$ cat config.mk
export PLATFORM = sky130hd
export DESIGN_NAME = adc_conversion_sequencer_timing
export DESIGN_NICKNAME = d
export VERILOG_FILES = /design/src/include/adc_seq_pkg.sv /design/src/logic/adc_conversion_sequencer_timing.sv /design/src/logic/adc_saturate.sv
export SDC_FILE = /design/constraint.sdc
export NUM_CORES = 1
export LEC_CHECK = 0
export ABC_CLOCK_PERIOD_IN_PS = 2900
export BUFFER_PORTS_ARGS = -buffer_cell sky130_fd_sc_hd__clkbuf_2
export CORE_MARGIN = 5
export CORE_UTILIZATION = 54
export CTS_CLUSTER_SIZE = 10
export DETAILED_ROUTE_END_ITERATION = 8
export HOLD_SLACK_MARGIN = 0.03
export PLACE_DENSITY = 0.79
export SLEW_MARGIN = 20
export SYNTH_ARGS = -nofsm -noshare
export SYNTH_HDL_FRONTEND = slang
export SYNTH_SLANG_ARGS = --single-unit
export TNS_END_PERCENT = 30
$ cat constraint.sdc
create_clock -name clk -period 2.9 [get_ports clk]
set_clock_uncertainty 0.15 [all_clocks]
set_input_delay 0.145 -clock clk [delete_from_list [all_inputs] [get_ports clk]]
set_output_delay 0.145 -clock clk [all_outputs]
set_load 0.01 [all_outputs]
$ cat src/include/adc_seq_pkg.sv
// constants for the converter sequencer: timing counts, field positions, widths
// assumes a 50 MHz system clock; the minimum prescale and minimum total counts are derived from times in ns
package adc_seq_pkg;
  // ----------------------------------------
  // clock and timing
  // ----------------------------------------
  localparam int SYS_PERIOD_NS       = 20;
  localparam int CONV_CLK_MIN_NS     = 50;
  localparam int SOC_DELAY_SYS       = 3;
  localparam int SH_CONV_PERIODS     = 3;
  localparam int CONV_CONV_PERIODS   = 10;
  localparam int EOC_FIFO_SYS        = 2;
  localparam int FLAG_INT_SYS        = 2;
  localparam int TOTAL_MIN_NS        = 900;
  // least prescale in system cycles per converter period, rounded up
  localparam int PRESCALE_MIN        = (CONV_CLK_MIN_NS + SYS_PERIOD_NS - 1) / SYS_PERIOD_NS;
  localparam int TOTAL_MIN_SYS       = (TOTAL_MIN_NS + SYS_PERIOD_NS - 1) / SYS_PERIOD_NS;
  // ----------------------------------------
  // widths and fields
  // ----------------------------------------
  localparam int PRE_W               = 4;
  localparam int CNT_W               = 8;
  localparam int CTRL_W              = 16;
  localparam int RES_W               = 10;
  localparam int BIT_START           = 0;
  localparam int BIT_IMM_START       = 13;
  localparam logic [RES_W-1:0] RES_MIN = 10'h000;
  localparam logic [RES_W-1:0] RES_MAX = 10'h3FF;
  localparam logic [PRE_W-1:0] PRESCALE_RESET = 4'h3;

  typedef enum logic [2:0] {
    ST_IDLE  = 3'b000,
    ST_DELAY = 3'b001,
    ST_SH    = 3'b010,
    ST_CONV  = 3'b011,
    ST_LOAD  = 3'b100
  } seq_state_t;
endpackage

$ cat src/logic/adc_conversion_sequencer_timing.sv
// start-of-conversion sequencer: start delay, sample/hold, conversion, result load, flag, irq
// assumes all inputs synchronous to clk; the analog stage presents raw_code during conversion
`timescale 1ns/1ps
module adc_conversion_sequencer_timing
  import adc_seq_pkg::*;
(
  // clock and reset
  input  wire logic                    clk,
  input  wire logic                    rstn,
  // start sources
  input  wire logic [CTRL_W-1:0]       converter_control_first,
  input  wire logic                    start_of_conversion_trigger,
  input  wire logic                    event_manager_conversion_trigger,
  input  wire logic [PRE_W-1:0]        prescale,
  // analog stage
  input  wire logic signed [RES_W+1:0] raw_code,
  output logic                         sample_hold,
  output logic                         converting,
  output logic                         conv_clk,
  // result fifo side
  output logic                         fifo_load,
  output logic [RES_W-1:0]             fifo_data,
  // flag and interrupt
  input  wire logic                    done_clear,
  output logic                         done_flag,
  output logic                         converter_interrupt_request,
  output logic                         busy
);
  // ----------------------------------------
  // trigger and prescale decode
  // ----------------------------------------
  wire logic sw_start = converter_control_first[BIT_IMM_START]
                      | converter_control_first[BIT_START];
  wire logic hw_start = start_of_conversion_trigger
                      | event_manager_conversion_trigger;
  // too small a prescale would push the converter clock under its minimum period
  wire logic [PRE_W-1:0] pre_eff = (prescale < PRE_W'(PRESCALE_MIN))
                                 ? PRE_W'(PRESCALE_MIN) : prescale;

  seq_state_t state;
  seq_state_t next_state;
  logic [PRE_W-1:0] pre_cnt;
  logic [CNT_W-1:0] step_cnt;
  logic [CNT_W-1:0] total_cnt;
  logic [1:0]       int_cnt;
  logic [RES_W-1:0] held_code;
  wire  logic [RES_W-1:0] sat_code;

  adc_saturate u_sat (
    .raw  (raw_code),
    .code (sat_code)
  );

  wire logic idle   = state == ST_IDLE;
  // ignoring triggers outside idle keeps one result in flight at a time
  wire logic start  = idle & (sw_start | hw_start);
  wire logic tick   = pre_cnt == pre_eff - PRE_W'(1);
  wire logic delay_done = step_cnt == CNT_W'(SOC_DELAY_SYS - 1);
  wire logic sh_done    = tick & (step_cnt == CNT_W'(SH_CONV_PERIODS - 1));
  wire logic conv_done  = tick & (step_cnt == CNT_W'(CONV_CONV_PERIODS - 1));
  // the load waits both the end-of-conversion gap and the overall minimum
  wire logic load_ok = (step_cnt >= CNT_W'(EOC_FIFO_SYS - 1))
                     & (total_cnt >= CNT_W'(TOTAL_MIN_SYS - 1));

  // ----------------------------------------
  // state sequence
  // ----------------------------------------
  always_comb begin
    next_state = state;
    case (state)
      ST_IDLE:  if (start) next_state = ST_DELAY;
      ST_DELAY: if (delay_done) next_state = ST_SH;
      ST_SH:    if (sh_done) next_state = ST_CONV;
      ST_CONV:  if (conv_done) next_state = ST_LOAD;
      ST_LOAD:  if (load_ok) next_state = ST_IDLE;
      default:  next_state = ST_IDLE;
    endcase
  end

  // phases that run on the converter clock; decoded in more than one place
  function automatic logic conv_phase(input seq_state_t s);
    conv_phase = (s == ST_SH) || (s == ST_CONV);
  endfunction

  wire logic step_clr = (next_state != state);
  // the phase count only moves on converter clock ticks inside sample and conversion
  wire logic step_hold = conv_phase(state) & ~tick;
  wire logic [CNT_W-1:0] next_step_cnt  = step_clr   ? '0
                                        : step_hold  ? step_cnt
                                        : step_cnt + CNT_W'(1);
  // saturating, so a slow prescale can never wrap the total back under its minimum
  wire logic             total_full     = &total_cnt;
  wire logic [CNT_W-1:0] next_total_cnt = idle       ? '0
                                        : total_full ? total_cnt
                                        : total_cnt + CNT_W'(1);

  always_ff @(posedge clk) begin
    if (!rstn) begin
      state <= ST_IDLE;
    end else begin
      state <= next_state;
    end
  end

  always_ff @(posedge clk) begin
    if (!rstn) begin
      step_cnt <= '0;
    end else begin
      step_cnt <= next_step_cnt;
    end
  end

  always_ff @(posedge clk) begin
    if (!rstn) begin
      total_cnt <= '0;
    end else begin
      total_cnt <= next_total_cnt;
    end
  end

  // ----------------------------------------
  // prescaled converter clock
  // ----------------------------------------
  // restarted on entry to sample so every phase holds whole periods
  wire logic             pre_clr       = (state == ST_IDLE) | (state == ST_DELAY) | tick;
  wire logic [PRE_W-1:0] next_pre_cnt  = pre_clr ? '0 : pre_cnt + PRE_W'(1);
  // an odd prescale leaves the high half one cycle shorter than the low half
  wire logic             next_conv_clk = conv_phase(state) & (pre_cnt < (pre_eff >> 1));

  always_ff @(posedge clk) begin
    if (!rstn) begin
      pre_cnt <= '0;
    end else begin
      pre_cnt <= next_pre_cnt;
    end
  end

  always_ff @(posedge clk) begin
    if (!rstn) begin
      conv_clk <= 1'b0;
    end else begin
      conv_clk <= next_conv_clk;
    end
  end

  // ----------------------------------------
  // result, flag and interrupt
  // ----------------------------------------
  wire logic loading          = (state == ST_LOAD) & load_ok;
  wire logic next_sample_hold = next_state == ST_SH;
  wire logic next_converting  = next_state == ST_CONV;
  wire logic next_busy        = next_state != ST_IDLE;

  always_ff @(posedge clk) begin
    if (!rstn) begin
      sample_hold <= 1'b0;
      converting  <= 1'b0;
      busy        <= 1'b0;
    end else begin
      sample_hold <= next_sample_hold;
      converting  <= next_converting;
      busy        <= next_busy;
    end
  end

  // caught at the last conversion tick, so later raw changes cannot reach the result
  always_ff @(posedge clk) begin
    if (!rstn) begin
      held_code <= RES_MIN;
    end else if (conv_done) begin
      held_code <= sat_code;
    end
  end

  always_ff @(posedge clk) begin
    if (!rstn) begin
      fifo_load <= 1'b0;
      fifo_data <= RES_MIN;
    end else begin
      fifo_load <= loading;
      if (loading) begin
        fifo_data <= held_code;
      end
    end
  end

  // set wins over a clear in the same cycle
  wire logic       next_done_flag = fifo_load | (done_flag & ~done_clear);
  wire logic       int_full       = &int_cnt;
  wire logic [1:0] next_int_cnt   = !done_flag ? 2'h0
                                  : int_full   ? int_cnt
                                  : int_cnt + 2'h1;
  wire logic       int_due        = int_cnt >= 2'(FLAG_INT_SYS - 1);
  // a flag cleared before the delay runs out never raises the request
  wire logic       next_converter_interrupt_request = done_flag & int_due;

  always_ff @(posedge clk) begin
    if (!rstn) begin
      done_flag <= 1'b0;
    end else begin
      done_flag <= next_done_flag;
    end
  end

  always_ff @(posedge clk) begin
    if (!rstn) begin
      int_cnt <= 2'h0;
    end else begin
      int_cnt <= next_int_cnt;
    end
  end

  always_ff @(posedge clk) begin
    if (!rstn) begin
      converter_interrupt_request <= 1'b0;
    end else begin
      converter_interrupt_request <= next_converter_interrupt_request;
    end
  end
endmodule

$ cat src/logic/adc_saturate.sv
// clamps the analog stage's raw code into the 10-bit result range
// assumes the raw code is signed and may exceed either end of the range
`timescale 1ns/1ps
module adc_saturate
  import adc_seq_pkg::*;
(
  // raw in
  input  wire logic signed [RES_W+1:0] raw,
  // clamped out
  output logic        [RES_W-1:0]      code
);
  wire logic below = raw <= $signed(12'h000);
  wire logic above = raw >= $signed({2'b00, RES_MAX});

  assign code = below ? RES_MIN : above ? RES_MAX : raw[RES_W-1:0];
endmodule

==> results of run 1 <==
## metal layers
layer,share of wire (%),vias to the layer above,wire [um]
met5,0,-,0
met4,0.91,0,42
met3,5.5,5,253
met2,46,49,2099
met1,48,906,2199
li1,-,1057,-
## cells in the final DEF, fill, tap and decap left out, types with 5 or more instances in the layout
cell / instances
dfxtp_1: 52
nor2_1: 50
clkbuf_2: 39
nand2_1: 20
a21oi_1: 19
inv_1: 15
ha_1: 12
mux2i_1: 11
xnor2_1: 10
or3_1: 9
nand3_1: 9
nor3_1: 9
nor2_2: 7
a211oi_1: 6
xor2_1: 6
clkbuf_8: 5
## metrics by stage
step,total power [W],instances
finish,0.001293,378
floorplan,0.0008132,287
detailed placement,0.0008449,370
global placement,0.0008421,370
CTS,0.001303,378
global route,0.001353,378
## worst max path at each step
stage / startpoint / endpoint / slack [ns] / cells after the start
global route: step_cnt[6] / step_cnt[1] / 0.04 / 6
detailed placement: step_cnt[6] / step_cnt[1] / 0.21 / 6
CTS: step_cnt[6] / step_cnt[1] / 0.18 / 6
floorplan: step_cnt[6] / step_cnt[1] / 0.50 / 7
finish: step_cnt[6] / step_cnt[1] / 0.17 / 6
global placement: step_cnt[6] / step_cnt[1] / 0.23 / 6
## state kept, by name, indices dropped and copies added (netlist names)
| name | count |
|---|---|
| fifo_data | 10 |
| held_code | 10 |
| step_cnt | 8 |
| total_cnt | 8 |
| pre_cnt | 4 |
| state | 3 |
| int_cnt | 2 |
| busy | 1 |
| conv_clk | 1 |
| converter_interrupt_request | 1 |
| converting | 1 |
| done_flag | 1 |
| fifo_load | 1 |
| sample_hold | 1 |
## cells by family after synthesis
logic type / Yosys count
compound gates: 43
xor+xnor: 17
fa+ha+maj: 12
buf+inv: 26
flops: 52
mux: 11
simple gates: 126
## worst max-delay path, cell delays in order (launching register included)
cell	delay, ns
dfxtp_1	0.34
or4_4	0.56
nor3_4	0.21
a31oi_1	0.17
o31a_1	0.29
or4_1	0.77
a21oi_2	0.19
## final cells by class
| type | count | area, sq um |
|---|---|---|
| Tap cell | 52 | 65.06 |
| Multi-Input combinational cell | 209 | 1323 |
| Inverter | 15 | 56.30 |
| Sequential cell | 52 | 1041 |
| Clock inverter | 1 | 30.03 |
| Clock buffer | 5 | 68.82 |
| Fill cell | 390 | 1593 |
| Timing Repair Buffer | 44 | 237.7 |
## what timing repair did
action                                  in CTS  in global routing
endpoints found under the setup margin       0                  0
endpoints found under the hold margin        3                  0
hold buffers                                 2                  0
## where the power goes
part / internal (W) / total, W / switching, W
sequential: 0.000721 / 0.000733 / 0.0000119
clock: 0.000248 / 0.000462 / 0.000215
combinational: 0.0000422 / 0.0000978 / 0.0000556
total: 0.00101 / 0.00129 / 0.000282
==> results.cfg, run 1 <==
[worst_setup_path]
cp.arrival_ns = 2.81
critPathLaunchType = register
cp_data_required_time_ns = 2.98
critical_path_class = reg2reg
cp_max_fo = 8
reg2reg_to = step_cnt[1]
rrSetupSlack_ns = 0.17
end_kind = register
reg2reg_from = step_cnt[6]
r2r_cells = 6

[synthesis]
synth_edf_count = 0
synth_simple_gate_area_share_pct = 24.75
synth_warnings = 0
synth-seq-cells = 52
syn_avg_cell_area_sq_um = 8.632
synthArstFlopShare_pct = 0
netlist_instances = 287
synthMuxAreaShare_pct = 4.444
synth_cell_type_count = 43
ys_top_cells_by_count = 52 x dfxtp_1, 50 x nor2_1, 20 x nand2_1, 19 x a21oi_1, 15 x inv_1
synth_most_common_cell = dfxtp_1
synth_top_family_by_area = simple AND/OR/NAND/NOR gates
synth_xor_area_share_pct = 6.616
synth_compound_area_share_pct = 11.52
yosys.area_share.adder_pct = 6.061
yosysSeqAreaShare_pct = 42.02
synth_ff_type = dfxtp_1
synth_top_area_share_pct = 42.02
ys_top_cells_by_area = dfxtp_1 42%, nor2_1 7.6%, ha_1 6.1%, mux2i_1 4.4%, a21oi_1 3.8%
synth_top_area_cell = dfxtp_1
syn_area_sq_mm = 0.002477
syn_nets = 336

[layout]
antenna_cells = 0
nets = 376
final_area_sq_mm = 0.002821
area_delta_synth_final_pct = 13.89
final_util_pct = 63.92
drive_above_1_share_pct = 19.33

[cts]
clockBufferDepth = 2
clkTransAtPathRegs_ns = 0.09
cts-root-buf = clkbuf_8
cts_tree = built
htreeDepth = 2
cts-buffers-inserted = 5
postCtsSetupBuffers = 0
clk_latency_ns = 0.29
clock-sinks = 52
cts.repair.resized = 0

[place]
port_buffers = 39
place_congestion = 0.8169
dp_hpwl_um = 3410
placed_area_sq_mm = 0.002703
place_ws_ns = 0.2061

[global_route]
use_met1_pct = 20.91
grt_usage_pct = 15.56
antenna_found_initial = 0
grtUsageMet2_pct = 24.96
grt_pass1_vias = 1813
grt_pass1_wl_um = 8010
grtUsageMet3_pct = 4.167
grt_overflow = 0
grt-busiest-layer = met2
grt_max_degree = 24

[routing]
wl_per_cell_um = 12.16
firstDrtPassIters = 5
vias = 2017
drc = 0
antenna_left = 0
vias_per_cell = 5.336
wl_um = 4595
drt_iter0_markers = 70

[job]
drv_cap = 0

[timing]
grt_setup_unrepaired = no
finalCritPeriodShare_pct = 94.28
hold_viol_final = 0
period_needed_ns = 2.734
setup_viol = 0
worst_pin_slew_ns = 0.6817
fin_ws_ns = 0.1659
final.setup.tns_ns = 0
max_slew_margin_pct = 54.28
slew_viol_final = 0
hold_slack_ns = 0.05353
fmax_mhz = 365.7

[die]
io_pins = 54
core_area_sq_mm = 0.004414
initial_core_util_pct = 56.12
fp.dieArea_sq_mm = 0.006042
die_h_um = 77.73
core.rowCount = 24
dieWidth_um = 77.73

[pwr]
p_per_area_mw_per_mm2 = 458.3
vdd.ir_drop.worst_v = 0.0003082
p_leak_nw = 1.108

[worst_hold_path]
worstHoldStart = raw_code[11]
min_path_type = in2reg
min_delay_path_depth = 3
hold_end = held_code[8]

[status]
status = completed
Power figures use the tool's default switching activity.
==> run 2, diff against run 1 <==
- ABC_AREA: unset -> 1
==> run 2 against run 1 <==
  * Synthesized cell count grew 26%
  * Utilization shrank 0.31 points
  * Clock power down 6.7%
  * Clock-buffer cell count grew 1
  * Flip-flop and latch count unchanged
  * Worst hold slack worse by 0.0012 ns
  * Largest power group unchanged
==> results.cfg, run 2 <==
[cts]
clkTransAtPathRegs_ns = 0.10
cts-buffers-inserted = 5
hold_buffers = 5
postCtsSetupBuffers = 0
cts-root-buf = clkbuf_8
clock-sinks = 52
cts.repair.resized = 0
cts_tree = built
clockBufferDepth = 2
htreeDepth = 2
clk_latency_ns = 0.30

[global_route]
grt_pass1_wl_um = 8921
grt_max_degree = 22
antenna_found_initial = 0
grt_pass1_vias = 2200
grt_overflow = 0
grt_usage_pct = 17.21

[worst_setup_path]
reg2reg_from = step_cnt[0]
cp_max_fo = 21
path_delay_family = simple AND/OR/NAND/NOR gates
slowest_delay_ns = 0.46
path_cells = inv_1, ha_1, inv_1, nor2_1, nand3_1, nand2_1, inv_1, nand3_1, o21ai_0, a21oi_1
endpoint = fifo_data[3]
rrSetupSlack_ns = 0.67
slowest_stage = nand3_1
cp.buffers_inverters = 3
cp.depth = 10
critical_path_class = reg2reg
cp.arrival_ns = 2.25
cp_data_required_time_ns = 2.92
crit_start = step_cnt[0]
end_kind = register
critPathLaunchType = register
cp_common_cell = inv_1
r2r_cells = 10
reg2reg_to = fifo_data[3]

[place]
placed_area_sq_mm = 0.002858
port_buffers = 39
place_ws_ns = 0.6865
place_congestion = 0.8248
dp_hpwl_um = 3698

[worst_hold_path]
min_path_type = in2reg

[synthesis]
syn_nets = 410
synthArstFlopShare_pct = 0
synth_ff_type = dfxtp_1
synth-seq-cells = 52
synth_edf_count = 0
synth_most_common_cell = inv_1
netlist_instances = 361
syn_avg_cell_area_sq_um = 7.258
synth_top_area_share_pct = 39.73
synth_top_area_cell = dfxtp_1
synth_cell_type_count = 27
synth_warnings = 0
ys_top_cells_by_count = 65 x inv_1, 56 x nand2_1, 52 x dfxtp_1, 42 x nor2_1, 32 x o21ai_0
ys_top_cells_by_area = dfxtp_1 40%, inv_1 9.3%, nand2_1 8.0%, o21ai_0 6.1%, nor2_1 6.0%
syn_area_sq_mm = 0.002620
yosysSeqAreaShare_pct = 39.73

[timing]
finalCritPeriodShare_pct = 76.76
hold_slack_ns = 0.05234
period_needed_ns = 2.226
fmax_mhz = 449.2
worst_pin_slew_ns = 0.6623
setup_viol = 0
hold_viol_final = 0
grt_setup_unrepaired = no
max_slew_margin_pct = 55.72
final.setup.tns_ns = 0
fin_ws_ns = 0.6740
slew_viol_final = 0

[layout]
final_area_sq_mm = 0.003004
antenna_cells = 0
drive_above_1_share_pct = 15.27
area_delta_synth_final_pct = 14.66
layout_commonest_cell = inv_1
layout_common_cells = 65 x inv_1, 56 x nand2_1, 52 x dfxtp_1, 42 x nor2_1, 39 x clkbuf_2
top_regs = fifo_data: 10 flops, held_code: 10 flops
nets = 454

[die]
die_h_um = 79.66
core.rowCount = 25
core_area_sq_mm = 0.004723
fp.dieArea_sq_mm = 0.006345
dieWidth_um = 79.66
initial_core_util_pct = 55.47
io_pins = 54

[routing]
firstDrtPassIters = 4
drt_iter0_markers = 88
wl_um = 4902
wl_per_cell_um = 10.36
vias_per_cell = 4.797
vias = 2269
drc = 0
antenna_left = 0

[pwr]
finalPower_w = 0.001330
p_per_area_mw_per_mm2 = 442.7
p_leak_nw = 1.342
vdd.ir_drop.worst_v = 0.0002773

[job]
drv_cap = 0

[status]
status = completed
run 2: stage by stage:
| step | utilization (%) | cells |
|---|---|---|
| global route | 63.60 | 473 |
| detailed placement | 60.50 | 460 |
| CTS | 63.60 | 473 |
| finish | 63.60 | 473 |
| floorplan | - | 361 |
| global placement | 60.50 | 460 |
run 2: layer usage:
layer | wire length [um] | track usage [%] | vias to the layer above
met1 | 2324 | 20.27 | 991
li1 | - | - | 1230
met3 | 215 | 4.402 | 6
met5 | 0 | 0 | -
met2 | 2305 | 30.88 | 42
met4 | 57 | 4.296 | 0
run 2: tightest hold or removal path: stages:
cell and delay, ns:
clkbuf_2 0.11, o211ai_1 0.10, a21oi_1 0.12
run 2: logic make-up (layout without fill, tap and decap cells):
group | count (synthesis) | in the layout | share of synthesized area, %
xor+xnor | 16 | 16 | 5.348
fa+ha+maj | 12 | 12 | 5.731
simple gates | 136 | 136 | 23.26
flops | 52 | 52 | 39.73
buf+inv | 75 | 120 | 11.32
compound gates | 70 | 70 | 14.61
run 2: worst min-delay path by stage:
stage	start	end	slack (ns)	cells past startpoint
5_1_grt	raw_code[5]	held_code[5]	0.08	3
2_1_floorplan	done_clear	done_flag	0.11	1
6_report	raw_code[5]	held_code[5]	0.05	3
4_1_cts	raw_code[5]	held_code[5]	0.04	3
3_5_place_dp	done_clear	done_flag	0.20	2
3_3_place_gp	done_clear	done_flag	0.19	2
run 2: cell type report:
| cell class | count | area, sq um |
|---|---|---|
| Sequential cell | 52 | 1041 |
| Inverter | 68 | 255.2 |
| Clock buffer | 6 | 82.58 |
| Clock inverter | 2 | 13.76 |
| Fill cell | 427 | 1719 |
| Tap cell | 67 | 83.83 |
| Multi-Input combinational cell | 234 | 1282 |
| Timing Repair Buffer | 44 | 245.2 |
run 2: power by group:
| part | total, W | internal (W) | switching [W] | leakage [nW] |
|---|---|---|---|---|
| registers | 0.000739 | 0.000726 | 0.0000124 | 0.420 |
| logic | 0.000160 | 0.0000597 | 0.000100 | 0.870 |
| clock network | 0.000431 | 0.000195 | 0.000236 | 0.0516 |
| total | 0.00133 | 0.000981 | 0.000348 | 1.34 |
